--- config.mk ---
export PLATFORM = sky130hd
export DESIGN_NAME = afs_supervisor
export DESIGN_NICKNAME = d
export VERILOG_FILES = /design/src/inc/afs_pkg.sv /design/src/design/afs_filter.sv /design/src/design/afs_supervisor.sv
export SDC_FILE = /design/constraint.sdc
export NUM_CORES = 1
export LEC_CHECK = 0
export BUFFER_PORTS_ARGS = -buffer_cell sky130_fd_sc_hd__buf_2
export CORE_MARGIN = 2
export CORE_UTILIZATION = 59
export CTS_BUF_LIST = sky130_fd_sc_hd__clkbuf_4
export CTS_CLUSTER_SIZE = 20
export DETAILED_ROUTE_END_ITERATION = 12
export PLACE_DENSITY_LB_ADDON = 0.12
export SYNTH_ARGS = -nofsm -noshare
export SYNTH_HDL_FRONTEND = slang
export SYNTH_SLANG_ARGS = --single-unit
--- constraint.sdc ---
create_clock -name clk -period 17.7 [get_ports clk]
set_input_delay 2.655 -clock clk [delete_from_list [all_inputs] [get_ports clk]]
set_output_delay 2.655 -clock clk [all_outputs]
set_load 0.01 [all_outputs]
--- src/inc/afs_pkg.sv ---
package afs_pkg;

   // Geometry of the driver array and the serial frame
   localparam int NUM_DRV = 11;
   localparam int FRAME_W = 16;
   localparam logic [4:0] FRAME_BITS = 5'h10;
   localparam logic [4:0] BIT_CNT_MAX = 5'h1F;

   // Clock and filter times, each time in its own unit
   localparam int CLK_PERIOD_NS = 5;
   localparam int OVC_FILTER_NS = 10000;
   localparam int DIAG_FILTER_NS = 10000;
   localparam int OL_FILTER_US = 500;
   localparam int OVC_FILTER_CYC =
      (OVC_FILTER_NS + CLK_PERIOD_NS - 1) / CLK_PERIOD_NS;
   localparam int DIAG_FILTER_CYC =
      (DIAG_FILTER_NS + CLK_PERIOD_NS - 1) / CLK_PERIOD_NS;
   localparam int OL_FILTER_CYC =
      (OL_FILTER_US * 1000 + CLK_PERIOD_NS - 1) / CLK_PERIOD_NS;

   // Control word field positions
   localparam int CTRL_PAGE_BIT = 0;
   localparam int CTRL_DRV_LSB = 1;
   localparam int CTRL_MODE_LSB = 12;
   localparam int CTRL_LOCK_BIT = 14;
   localparam int CTRL_CLR_BIT = 15;

   // Control word as shifted in, bit 0 first
   typedef struct packed {
      logic             clear_status;
      logic             lockout;
      logic [1:0]       mode;
      logic [10:0]      drive;
      logic             page;
   } afs_ctrl_t;

   // Status word zero: overload flags and supply/temperature flags
   typedef struct packed {
      logic             tw;
      logic             tsd;
      logic             suv;
      logic             sov;
      logic [10:0]      ovc;
      logic             rsvd;
   } afs_stat0_t;

   // Status word one: open-load flags
   typedef struct packed {
      logic [3:0]       rsvd_hi;
      logic [10:0]      ol;
      logic             rsvd;
   } afs_stat1_t;

   // Raw comparator outputs from the analog side
   typedef struct packed {
      logic [10:0]      ovc;
      logic [10:0]      ol;
      logic             sov;
      logic             suv;
      logic             tw;
      logic             tsd;
   } afs_diag_t;

   // Reset values
   localparam afs_ctrl_t CTRL_RST = 16'h0000;
   localparam afs_stat0_t STAT0_RST = 16'h0000;
   localparam afs_stat1_t STAT1_RST = 16'h0000;

   // Current-monitor routing
   typedef enum logic [1:0] {
      CM_NONE     = 2'b00,
      CM_BRIDGE_A = 2'b01,
      CM_BRIDGE_B = 2'b10,
      CM_HEATER   = 2'b11
   } afs_cm_t;

   // Serial frame states
   typedef enum logic {
      SPI_IDLE  = 1'b0,
      SPI_SHIFT = 1'b1
   } afs_spi_st_t;

endpackage

--- src/design/afs_filter.sv ---
`timescale 1ns/1ps

module afs_filter #(
   parameter int CYCLES = 2000
) (
   // Clock and reset
   input  wire logic clk,
   input  wire logic sys_rst,
   // Synchronised raw condition
   input  wire logic raw_i,
   // Filtered level
   output logic      level_o
);

   localparam int CNT_W = $clog2(CYCLES + 1);
   localparam logic [CNT_W-1:0] LAST = CNT_W'(CYCLES - 1);

   logic [CNT_W-1:0] cnt_q;
   logic             level_q;

   // Count while present, restart on any gap
   always_ff @(posedge clk or posedge sys_rst) begin
      if (sys_rst) begin
         cnt_q <= '0;
         level_q <= 1'b0;
      end else if (!raw_i) begin
         cnt_q <= '0;
         level_q <= 1'b0;
      end else begin
         if (cnt_q != LAST) begin
            cnt_q <= cnt_q + 1'b1;
         end
         level_q <= level_q | (cnt_q == LAST);
      end
   end

   assign level_o = level_q;
endmodule

--- src/design/afs_supervisor.sv ---
`timescale 1ns/1ps

module afs_supervisor #(
   parameter int OL_FILTER_CYCLES = afs_pkg::OL_FILTER_CYC
) (
   // Clock and reset
   input  wire logic                clk,
   input  wire logic                sys_rst,
   // Serial link from the controller
   input  wire logic                serial_clk,
   input  wire logic                serial_din,
   input  wire logic                serial_select_low,
   output logic                     serial_dout,
   output logic                     serial_dout_oe,
   // Analog monitor comparators
   input  wire afs_pkg::afs_diag_t  diag_raw,
   input  wire logic                charge_pump_ok,
   input  wire logic                temp_below_hysteresis,
   input  wire logic                logic_supply_low,
   // Power stage control
   output logic [10:0]              driver_on,
   output logic                     stages_hiz,
   output afs_pkg::afs_cm_t         cm_select,
   output logic                     active_mode
);

   localparam int N = afs_pkg::NUM_DRV;
   localparam int DW = $bits(afs_pkg::afs_diag_t);
   localparam int SW = DW + 6;
   // Select idles high so a reset synchroniser must not fake a frame
   localparam logic [SW-1:0] SYNC_RST = {3'b001, 3'b000, {DW{1'b0}}};

   logic [SW-1:0]          meta_q;
   logic [SW-1:0]          sync_q;
   logic                   sclk_s;
   logic                   sdi_s;
   logic                   cs_s;
   logic                   cp_ok_s;
   logic                   cool_s;
   logic                   vcc_low_s;
   afs_pkg::afs_diag_t     diag_s;
   logic                   sclk_d_q;
   logic                   cs_d_q;
   logic                   vcc_low_d_q;
   logic                   sclk_rise;
   logic                   sclk_fall;
   logic                   cs_fall;
   logic                   cs_rise;
   logic                   wipe;

   afs_pkg::afs_spi_st_t   spi_st_q;
   logic [4:0]             bit_cnt_q;
   logic [15:0]            rx_q;
   logic [15:0]            tx_q;
   logic                   commit_q;
   afs_pkg::afs_ctrl_t     word_q;
   afs_pkg::afs_ctrl_t     ctrl_q;
   logic                   active_q;
   logic                   sdo_q;
   logic                   sdo_oe_q;

   logic [N-1:0]           ovc_f;
   logic [N-1:0]           ol_f;
   logic [3:0]             misc_raw;
   logic [3:0]             misc_f;
   logic                   sov_f;
   logic                   suv_f;
   logic                   tw_f;
   logic                   tsd_f;
   afs_pkg::afs_stat0_t    stat0_q;
   afs_pkg::afs_stat1_t    stat1_q;
   logic                   clr_flags;
   logic                   stby_clr;
   logic                   supply_block;
   logic [N-1:0]           driver_on_q;
   logic                   stages_hiz_q;
   afs_pkg::afs_cm_t       cm_select_q;

   // Mode code to monitored output
   function automatic afs_pkg::afs_cm_t cm_decode(input logic [1:0] mode);
      afs_pkg::afs_cm_t sel;
      sel = afs_pkg::CM_NONE;
      case (mode)
         2'b01: sel = afs_pkg::CM_BRIDGE_A;
         2'b10: sel = afs_pkg::CM_BRIDGE_B;
         2'b11: sel = afs_pkg::CM_HEATER;
         default: sel = afs_pkg::CM_NONE;
      endcase
      return sel;
   endfunction

   // Two-stage synchroniser for every pin from outside the clock domain
   always_ff @(posedge clk or posedge sys_rst) begin
      if (sys_rst) begin
         meta_q <= SYNC_RST;
         sync_q <= SYNC_RST;
      end else begin
         meta_q <= {serial_clk, serial_din, serial_select_low,
                    charge_pump_ok, temp_below_hysteresis,
                    logic_supply_low, diag_raw};
         sync_q <= meta_q;
      end
   end

   assign sclk_s = sync_q[SW-1];
   assign sdi_s = sync_q[SW-2];
   assign cs_s = sync_q[SW-3];
   assign cp_ok_s = sync_q[SW-4];
   assign cool_s = sync_q[SW-5];
   assign vcc_low_s = sync_q[SW-6];
   assign diag_s = sync_q[DW-1:0];

   // Delayed copies for edge detection, never fed from the first stage
   always_ff @(posedge clk or posedge sys_rst) begin
      if (sys_rst) begin
         sclk_d_q <= 1'b0;
         cs_d_q <= 1'b1;
         vcc_low_d_q <= 1'b0;
      end else begin
         sclk_d_q <= sclk_s;
         cs_d_q <= cs_s;
         vcc_low_d_q <= vcc_low_s;
      end
   end

   assign sclk_rise = sclk_s & ~sclk_d_q;
   assign sclk_fall = ~sclk_s & sclk_d_q;
   assign cs_fall = ~cs_s & cs_d_q;
   assign cs_rise = cs_s & ~cs_d_q;
   // Held one cycle past the supply's return to act as power-on reset
   assign wipe = vcc_low_s | vcc_low_d_q;

   // Serial frame engine: sample on rising clock, shift out on falling
   always_ff @(posedge clk or posedge sys_rst) begin
      if (sys_rst) begin
         spi_st_q <= afs_pkg::SPI_IDLE;
         bit_cnt_q <= 5'h00;
         rx_q <= 16'h0000;
         tx_q <= 16'h0000;
         commit_q <= 1'b0;
      end else begin
         commit_q <= 1'b0;
         case (spi_st_q)
            afs_pkg::SPI_IDLE: begin
               if (cs_fall && !wipe) begin
                  // Status page chosen by the previous frame
                  tx_q <= ctrl_q.page ? 16'(stat1_q)
                                      : 16'(stat0_q);
                  bit_cnt_q <= 5'h00;
                  spi_st_q <= afs_pkg::SPI_SHIFT;
               end
            end
            afs_pkg::SPI_SHIFT: begin
               if (cs_s || wipe) begin
                  spi_st_q <= afs_pkg::SPI_IDLE;
                  // Frames of any other length are dropped
                  commit_q <= cs_rise && !wipe &&
                              (bit_cnt_q == afs_pkg::FRAME_BITS);
               end else begin
                  if (sclk_rise) begin
                     rx_q <= {sdi_s, rx_q[15:1]};
                     if (bit_cnt_q != afs_pkg::BIT_CNT_MAX) begin
                        bit_cnt_q <= bit_cnt_q + 5'h01;
                     end
                  end
                  if (sclk_fall) begin
                     tx_q <= {1'b0, tx_q[15:1]};
                  end
               end
            end
            default: spi_st_q <= afs_pkg::SPI_IDLE;
         endcase
      end
   end

   // Serial output pin, floated while deselected
   always_ff @(posedge clk or posedge sys_rst) begin
      if (sys_rst) begin
         sdo_q <= 1'b0;
         sdo_oe_q <= 1'b0;
      end else begin
         sdo_q <= tx_q[0];
         sdo_oe_q <= ~cs_s && (spi_st_q == afs_pkg::SPI_SHIFT);
      end
   end

   // Frame capture register, taken once per good frame
   always_ff @(posedge clk or posedge sys_rst) begin
      if (sys_rst) begin
         word_q <= afs_pkg::CTRL_RST;
      end else if (cs_rise && (bit_cnt_q == afs_pkg::FRAME_BITS)) begin
         word_q <= rx_q;
      end
   end

   // Control word; supply loss returns it to standby
   always_ff @(posedge clk or posedge sys_rst) begin
      if (sys_rst) begin
         ctrl_q <= afs_pkg::CTRL_RST;
      end else if (wipe) begin
         ctrl_q <= afs_pkg::CTRL_RST;
      end else if (commit_q) begin
         ctrl_q <= word_q;
      end
   end

   // Active whenever either mode bit is set
   always_ff @(posedge clk or posedge sys_rst) begin
      if (sys_rst) begin
         active_q <= 1'b0;
      end else begin
         active_q <= (ctrl_q.mode != 2'b00);
      end
   end

   // Diagnostic filters per driver
   genvar gi;
   generate
      for (gi = 0; gi < N; gi++) begin : g_drv_flt
         afs_filter #(
            .CYCLES (afs_pkg::OVC_FILTER_CYC)
         ) u_ovc (
            .clk     (clk),
            .sys_rst (sys_rst),
            .raw_i   (diag_s.ovc[gi]),
            .level_o (ovc_f[gi])
         );
         afs_filter #(
            .CYCLES (OL_FILTER_CYCLES)
         ) u_ol (
            .clk     (clk),
            .sys_rst (sys_rst),
            .raw_i   (diag_s.ol[gi]),
            .level_o (ol_f[gi])
         );
      end
   endgenerate

   // Supply and temperature filters
   assign misc_raw = {diag_s.sov, diag_s.suv, diag_s.tw, diag_s.tsd};
   generate
      for (gi = 0; gi < 4; gi++) begin : g_misc_flt
         afs_filter #(
            .CYCLES (afs_pkg::DIAG_FILTER_CYC)
         ) u_misc (
            .clk     (clk),
            .sys_rst (sys_rst),
            .raw_i   (misc_raw[gi]),
            .level_o (misc_f[gi])
         );
      end
   endgenerate

   assign sov_f = misc_f[3];
   assign suv_f = misc_f[2];
   assign tw_f = misc_f[1];
   assign tsd_f = misc_f[0];

   assign clr_flags = commit_q & word_q.clear_status;
   assign stby_clr = commit_q & (word_q.mode == 2'b00);

   // Sticky status flags; a new event beats a same-cycle clear
   always_ff @(posedge clk or posedge sys_rst) begin
      if (sys_rst) begin
         stat0_q <= afs_pkg::STAT0_RST;
         stat1_q <= afs_pkg::STAT1_RST;
      end else if (wipe || stby_clr) begin
         stat0_q <= afs_pkg::STAT0_RST;
         stat1_q <= afs_pkg::STAT1_RST;
      end else begin
         stat0_q.ovc <= (stat0_q.ovc & ~{N{clr_flags}}) |
                        (ovc_f & {N{active_q}});
         stat1_q.ol <= (stat1_q.ol & ~{N{clr_flags}}) |
                       (ol_f & {N{active_q}});
         stat0_q.sov <= (stat0_q.sov & ~clr_flags) | (sov_f & active_q);
         stat0_q.suv <= (stat0_q.suv & ~clr_flags) | (suv_f & active_q);
         stat0_q.tw <= (stat0_q.tw & ~clr_flags) |
                       (tw_f & active_q);
         // Shutdown flag ignores a flag clear until the die has cooled; supply loss or a standby frame still clears it
         stat0_q.tsd <= (stat0_q.tsd & ~(clr_flags & cool_s)) |
                        (tsd_f & active_q);
      end
   end

   // Supply hold-off: auto release, or flag clear when locked out
   assign supply_block =
      sov_f | (ctrl_q.lockout & stat0_q.sov) |
      suv_f | (stat0_q.suv & ~cp_ok_s) |
      (ctrl_q.lockout & stat0_q.suv);

   // Driver gating; open-load and warning flags deliberately not used
   always_ff @(posedge clk or posedge sys_rst) begin
      if (sys_rst) begin
         driver_on_q <= '0;
         stages_hiz_q <= 1'b1;
      end else if (wipe) begin
         driver_on_q <= '0;
         stages_hiz_q <= 1'b1;
      end else begin
         if (active_q && !stat0_q.tsd && !supply_block) begin
            driver_on_q <= ctrl_q.drive &
                           ~stat0_q.ovc;
         end else begin
            driver_on_q <= '0;
         end
         stages_hiz_q <= ~active_q | supply_block;
      end
   end

   // Current-monitor mux select follows the mode bits
   always_ff @(posedge clk or posedge sys_rst) begin
      if (sys_rst) begin
         cm_select_q <= afs_pkg::CM_NONE;
      end else begin
         cm_select_q <= cm_decode(ctrl_q.mode);
      end
   end

   assign serial_dout = sdo_q;
   assign serial_dout_oe = sdo_oe_q;
   assign driver_on = driver_on_q;
   assign stages_hiz = stages_hiz_q;
   assign cm_select = cm_select_q;
   assign active_mode = active_q;
endmodule

# After elaboration in Yosys (flattened, before gate mapping)
# Cells that the tools add are included.
classes:
  n_reduce_logical: 18
  n_addsub: 27
  n_bitwise: 73
  muxes: 101
  n_eq_ne: 88
ops:
  columns: ["op", "n"]
  rows:
  - ["2-to-1 mux 17 bit", 22]
  - ["2-to-1 mux 11 bit", 33]
  - ["adder 17 x 1 -> 17 bit (second input constant)", 11]
  - ["equality test 17 bit (second input constant)", 11]
  - ["inequality test 17 bit (second input constant)", 11]
  - ["adder 11 x 1 -> 11 bit (second input constant)", 15]
  - ["equality test 11 bit (second input constant)", 15]
  - ["inequality test 11 bit (second input constant)", 15]
  - ["2-to-1 mux 16 bit", 4]
  - ["bitwise AND 11 bit", 5]
  - ["inequality test 2 x 1 -> 1 bit (second input constant)", 27]
  - ["2-to-1 mux 15 bit", 3]
  - ["bitwise OR 1 bit", 36]
  - ["one-hot mux 16 bit (2 select lines)", 1]
  - ["2-to-1 mux 1 bit", 31]
  - ["NOT 11 bit", 2]
  - ["bitwise OR 11 bit", 2]
  - ["2-to-1 mux 5 bit", 4]
  - ["bitwise AND 1 bit", 18]
  - ["NOT 1 bit", 10]
  - ["one-hot mux 5 bit (2 select lines)", 1]
  - ["inequality test 2 bit (second input constant)", 4]
  - ["logical AND 1 bit", 7]
  - ["one-hot mux 2 bit (3 select lines)", 1]
  - ["12 further kinds", 18]
totals:
  register_bits: 558
  output_inout_bits: 17
  inputBits: 34
  wordCells: 390

# Longest topological paths before layout
logic_depth:
  word_depth: 9
  depth_mapped: 7
  ltp_nobuf: 7

# Modules after synthesis
# Synthesis repeated with hierarchy kept, for this count alone.
unflattened:
  hier_cells: 2423
  hier_area_um2: 26195.1
modules_own_cells:
  columns: ["module", "area_each_um2", "n_inst", "seq_area_each_um2", "cells_each"]
  rows:
  - ["afs_filter (g_drv_flt[0].u_ol ...)", 927.1, 11, 450.4, 94]
  - ["afs_filter (g_drv_flt[0].u_ovc ...)", 641.9, 15, 300.3, 63]
  - ["afs_supervisor", 6368.6, 1, 4509.3, 444]

# Least setup slack after synthesis
# Ideal clock, no wire load.
synth_timing:
  path_type: "reg-to-output"
  startpoint: "reg stages_hiz_q (netlist: stages_hiz)"
  endpoint: "out stages_hiz"
  required_ns: 15.045
  arrival_time_ns: 0.520
  setup_slack_ns: 14.525
  path_buffers: 0
  path_stages_with_launch: 1
  cell_sequence: "dfstp_2"
synth_lines:
  columns: ["element", "line", "source"]
  rows:
  - ["start: declaration", "afs_supervisor.sv:76", "logic stages_hiz_q;"]
  - ["start signal: assignment", "afs_supervisor.sv:306", "stages_hiz_q <= ~active_q | supply_block;"]
  - ["end: declaration", "afs_supervisor.sv:22", "output logic stages_hiz,"]
# No word-level cell between the ends.

==> flow_summary_export.csv <==
group,metric,value,unit
timing,finalHoldViolCount,0,
global_route,grt_pass1_vias,17357,
critical_path,crit_type,"in2async",
run_status,outcome,"finished clean",
finish,fillCellCount,3323,
synth,synthArstFlopShare,100.0,%
synth,yosys_register_bits,558,
critical_path,worstSetupStartpointType,"input port",
timing,finalCritPeriodShare,29.85,%
global_route,grt_antenna_before_repair,1,
die,core_area,0.04204,mm²
die,fp.dieArea,0.04436,mm²
synth,ys.warnings.count,0,
clock_tree,cts_post_setup_buffers_inserted,0,
die,die_w,210.6,µm
synth,syn-num-nets,2398,
global_route,wire_length_of_the_first_global_routing_pass,80950,µm
timing,totalNegativeSetupSlack,0,ns
power_and_ir_drop,power.share.switching,22.81,%
clock_tree,numCtsBuffers,145,
power_and_ir_drop,p_comb_share,2.7,%
drt,drtIter0Drc,1135,
drt,drtPass1Iterations,5,
power_and_ir_drop,p_clk_share,44.6,%
synth,ys_top_cells_by_area,"sky130_fd_sc_hd__dfrtp_1 55%, sky130_fd_sc_hd__and2_1 4.3%, sky130_fd_sc_hd__xor2_1 3.4%",
clock_tree,clock_path_buffers,3,
finish,area_delta_synth_final,10.24,%
synth,synth.largest_area_cell,"sky130_fd_sc_hd__dfrtp_1",
power_and_ir_drop,total_power,0.002521,W
worst_hold_path,worst_hold_path_type,"reg2reg",
finish,layout.core_utilization,66.05,%
critical_path,crit_path_max_incr_delay,0.90,ns
power_and_ir_drop,share_seq_of_total_power,52.7,%
power_and_ir_drop,p_int,0.001946,W
placement,dp_hpwl,29460,µm
critical_path,critPathBufInv,5,
global_route,pin_count_of_the_biggest_net_entering_global_routing,83,
die,boundaryPins,51,
synth,synth_edf_count,0,
clock_tree,cts_root_buf,"sky130_fd_sc_hd__clkbuf_4",
power_and_ir_drop,power_leakage,12.82,nW
worst_hold_path,whs_path_depth,0,
timing,setup_viol_count_final,0,
critical_path,critical_path.top_delay_family,"buffers and inverters",
critical_path,critical_path.slowest_cell,"sky130_fd_sc_hd__buf_4",
power_and_ir_drop,worst_ir_drop_vdd,0.00007677,V
critical_path,cp_max_fo,80,
drt,detail-route-antenna-nets,0,
timing,clock.fmax,189.3,MHz
critical_path,worst_setup_path_end_kind,"asynchronous set/reset pin",
die,floorplan_die_height,210.6,µm
die,floorplan.initialDensity,59.91,%
clock_tree,clock_insertion_delay_at_the_later_pin_of_the_skew_report,0.93,ns
drt,avgViaCountPerCell,5.627,
clock_tree,clk_pin_slew_worst_paths,0.07,ns
die,placement_rows,75,
finish,share_of_layout_cells_above_drive_strength_1,13.23,%
timing,worst_clock_skew,0.03239,ns
critical_path,timing.critical_path.mode_cell,"sky130_fd_sc_hd__buf_4",
clock_tree,clock-sinks,558,
placement,place.port_buffers,50,
clock_tree,post_cts_resize_count,0,
critical_path,worst_r2r_path_depth,4,
synth,syn-instance-count,2335,
timing,tightestPinTransition,1.131,ns
critical_path,cp.required,18.60,ns
critical_path,worstSetupPathDepth,5,
power_and_ir_drop,power-per-cell-area,90.80,mW/mm²
clock_tree,hold_buffers,0,
global_route,grt-ovfl-total,0,
timing,slew-limit-headroom,23.91,%
synth,mappedNetlistArea,0.02519,mm²
finish,design.final.nets,2535,
clock_tree,tritoncts,"done",
placement,gpl.final_weighted_congestion,0.8021,
timing,timing_max_transition_violations_final,0,
clock_tree,htreeDepth,4,
synth,synth.lib_cells_used.distinct,51,
timing,grt_setup_unrepaired,"false",
drt,routed_wire_length_per_instance,14.90,µm
flow_run,timing.max_cap.violations,0,
finish,seq_area,0.01397,mm²
power_and_ir_drop,power.net_switching,0.0005751,W
timing,layout_min_cycle_time,5.284,ns
drt,drc,0,
global_route,groute.usage.overall,22.18,%
synth,synth-main-ff-cell,"sky130_fd_sc_hd__dfrtp_1",
drt,routed-via-count,17461,
finish,multiInputGateArea,0.01078,mm²
synth,synth_area_per_cell,10.79,µm²
drt,detail_route.wirelength,46230,µm
synth,synth-seq-area-share,55.46,%
critical_path,critical_path.cell_chain,"buf_2, clkinvlp_4, buf_4, buf_4, buf_4",
critical_path,worstPathArrival,6.19,ns
synth,synth_top_area_share,55.04,%
[worst paths after layout]
check,start,end,slack (ns)
hold / removal,meta_q[10],sync_q[10],0.34
min in group asynchronous,sys_rst,meta_q[27],1.98
max in group clk,stages_hiz,stages_hiz,13.51
setup / recovery,sys_rst,g_drv_flt[9].u_ol.cnt_q[15],12.42
hold reg to reg,meta_q[10],sync_q[10],0.34
setup reg to reg,sync_q[26],driver_on[0],15.02
[registers in the layout, indices dropped and copies added, names as in the netlist, 2 cells and up]
signal and flops:
rx_q 16, g_misc_flt.u_misc.cnt_q 44, g_misc_flt.u_misc.level_o 4, meta_q 32, sync_q 32, cm_select 2
g_drv_flt.u_ol.cnt_q 187, g_drv_flt.u_ol.level_o 11, g_drv_flt.u_ovc.level_o 11, stat0_q 15, ctrl_q 15, driver_on 11
g_drv_flt.u_ovc.cnt_q 121, tx_q 16, stat1_q 11, word_q 16, bit_cnt_q 5
[per-layer routing]
| metal | vias up | global-route usage (%) | wire length [µm] |
|---|---|---|---|
| met2 | 241 | 34.61 | 21790 |
| met3 | 48 | 4.445 | 1476 |
| li1 | 8578 | - | - |
| met5 | - | 0 | 0 |
| met1 | 8594 | 30.42 | 22200 |
| met4 | 0 | 9.811 | 770 |
[cells by family after synthesis]
logic type | synth area share [%]
buffers and inverters | 1.773
and+or+nand+nor | 23.21
adders and majority gates | 1.441
muxes | 4.838
AOI/OAI and AO/OA | 6.642
DFF | 55.46
xor gates and xnor gates | 6.641
[power groups by stage]
stage	Combinational [W]	Clock, W	Sequential [W]
floorplan	0.0000604	0	0.00134
global placement	0.0000671	0	0.00135
detailed placement	0.0000705	0	0.00135
CTS	0.0000706	0.00117	0.00133
global route	0.0000806	0.00123	0.00133
finish	0.0000677	0.00112	0.00133
[cells in the final DEF (no fill, tap or decap), types with 47 or more instances in the layout]
cell                       count
sky130_fd_sc_hd__nand3_1      85
sky130_fd_sc_hd__clkbuf_4    209
sky130_fd_sc_hd__buf_2        50
sky130_fd_sc_hd__nor4_1       50
sky130_fd_sc_hd__xor2_1       97
sky130_fd_sc_hd__nand2b_1     47
sky130_fd_sc_hd__inv_1        47
sky130_fd_sc_hd__mux2i_1      79
sky130_fd_sc_hd__xnor2_1      94
sky130_fd_sc_hd__nand2_1     221
sky130_fd_sc_hd__o21ai_0      80
sky130_fd_sc_hd__and2_1      174
sky130_fd_sc_hd__nor2_1      102
sky130_fd_sc_hd__nand4_1      82
sky130_fd_sc_hd__dfrtp_1     554
sky130_fd_sc_hd__nor3_1       96
[synth_stat cells, types with 28 or more instances]
master / n
sky130_fd_sc_hd__and3_1: 31
sky130_fd_sc_hd__a31oi_1: 31
sky130_fd_sc_hd__xnor2_1: 94
sky130_fd_sc_hd__a22oi_1: 28
sky130_fd_sc_hd__nand2_1: 221
sky130_fd_sc_hd__or3_1: 40
sky130_fd_sc_hd__o21ai_0: 81
sky130_fd_sc_hd__mux2i_1: 79
sky130_fd_sc_hd__nor4_1: 50
sky130_fd_sc_hd__mux2_2: 38
sky130_fd_sc_hd__nand3_1: 85
sky130_fd_sc_hd__nor3_1: 97
sky130_fd_sc_hd__nor2b_1: 31
sky130_fd_sc_hd__ha_1: 29
sky130_fd_sc_hd__inv_1: 48
sky130_fd_sc_hd__a21boi_0: 39
sky130_fd_sc_hd__dfrtp_1: 554
sky130_fd_sc_hd__nor2_1: 102
sky130_fd_sc_hd__and2_1: 174
sky130_fd_sc_hd__o21a_1: 35
sky130_fd_sc_hd__clkbuf_1: 61
sky130_fd_sc_hd__nand2b_1: 47
sky130_fd_sc_hd__xor2_1: 97
sky130_fd_sc_hd__nand4_1: 82
[through the flow]
stage               instance area, µm²  worst slack (ns)  instances  hold WS [ns]
floorplan                        25190             7.453       2335        0.3312
global placement                 25930             11.28       2864        0.3320
detailed placement               25930             11.22       2864        0.3347
CTS                              27760             12.28       3102        0.3464
global route                     27770             11.70       3103        0.3480
finish                           27770             12.42       3103        0.3420
[cell type report]
cell class                 instances  area share [%]
clock inverter                    29          0.9688
antenna                            1        0.009012
sequential                       558           50.31
timing repair buffer              59           1.145
clock buffer                     209           5.651
tap                              539           2.429
multi-input combinational       1660           38.83
inverter                          48          0.6624
[worst reg2reg max path, cell delays in order (launching register included)]
cell	delay [ns]
sky130_fd_sc_hd__dfrtp_1	0.42
sky130_fd_sc_hd__or2_2	0.47
sky130_fd_sc_hd__a21oi_1	0.23
sky130_fd_sc_hd__nand4b_1	0.56
sky130_fd_sc_hd__nor3b_1	0.82
(Power assumes the default switching activity.)
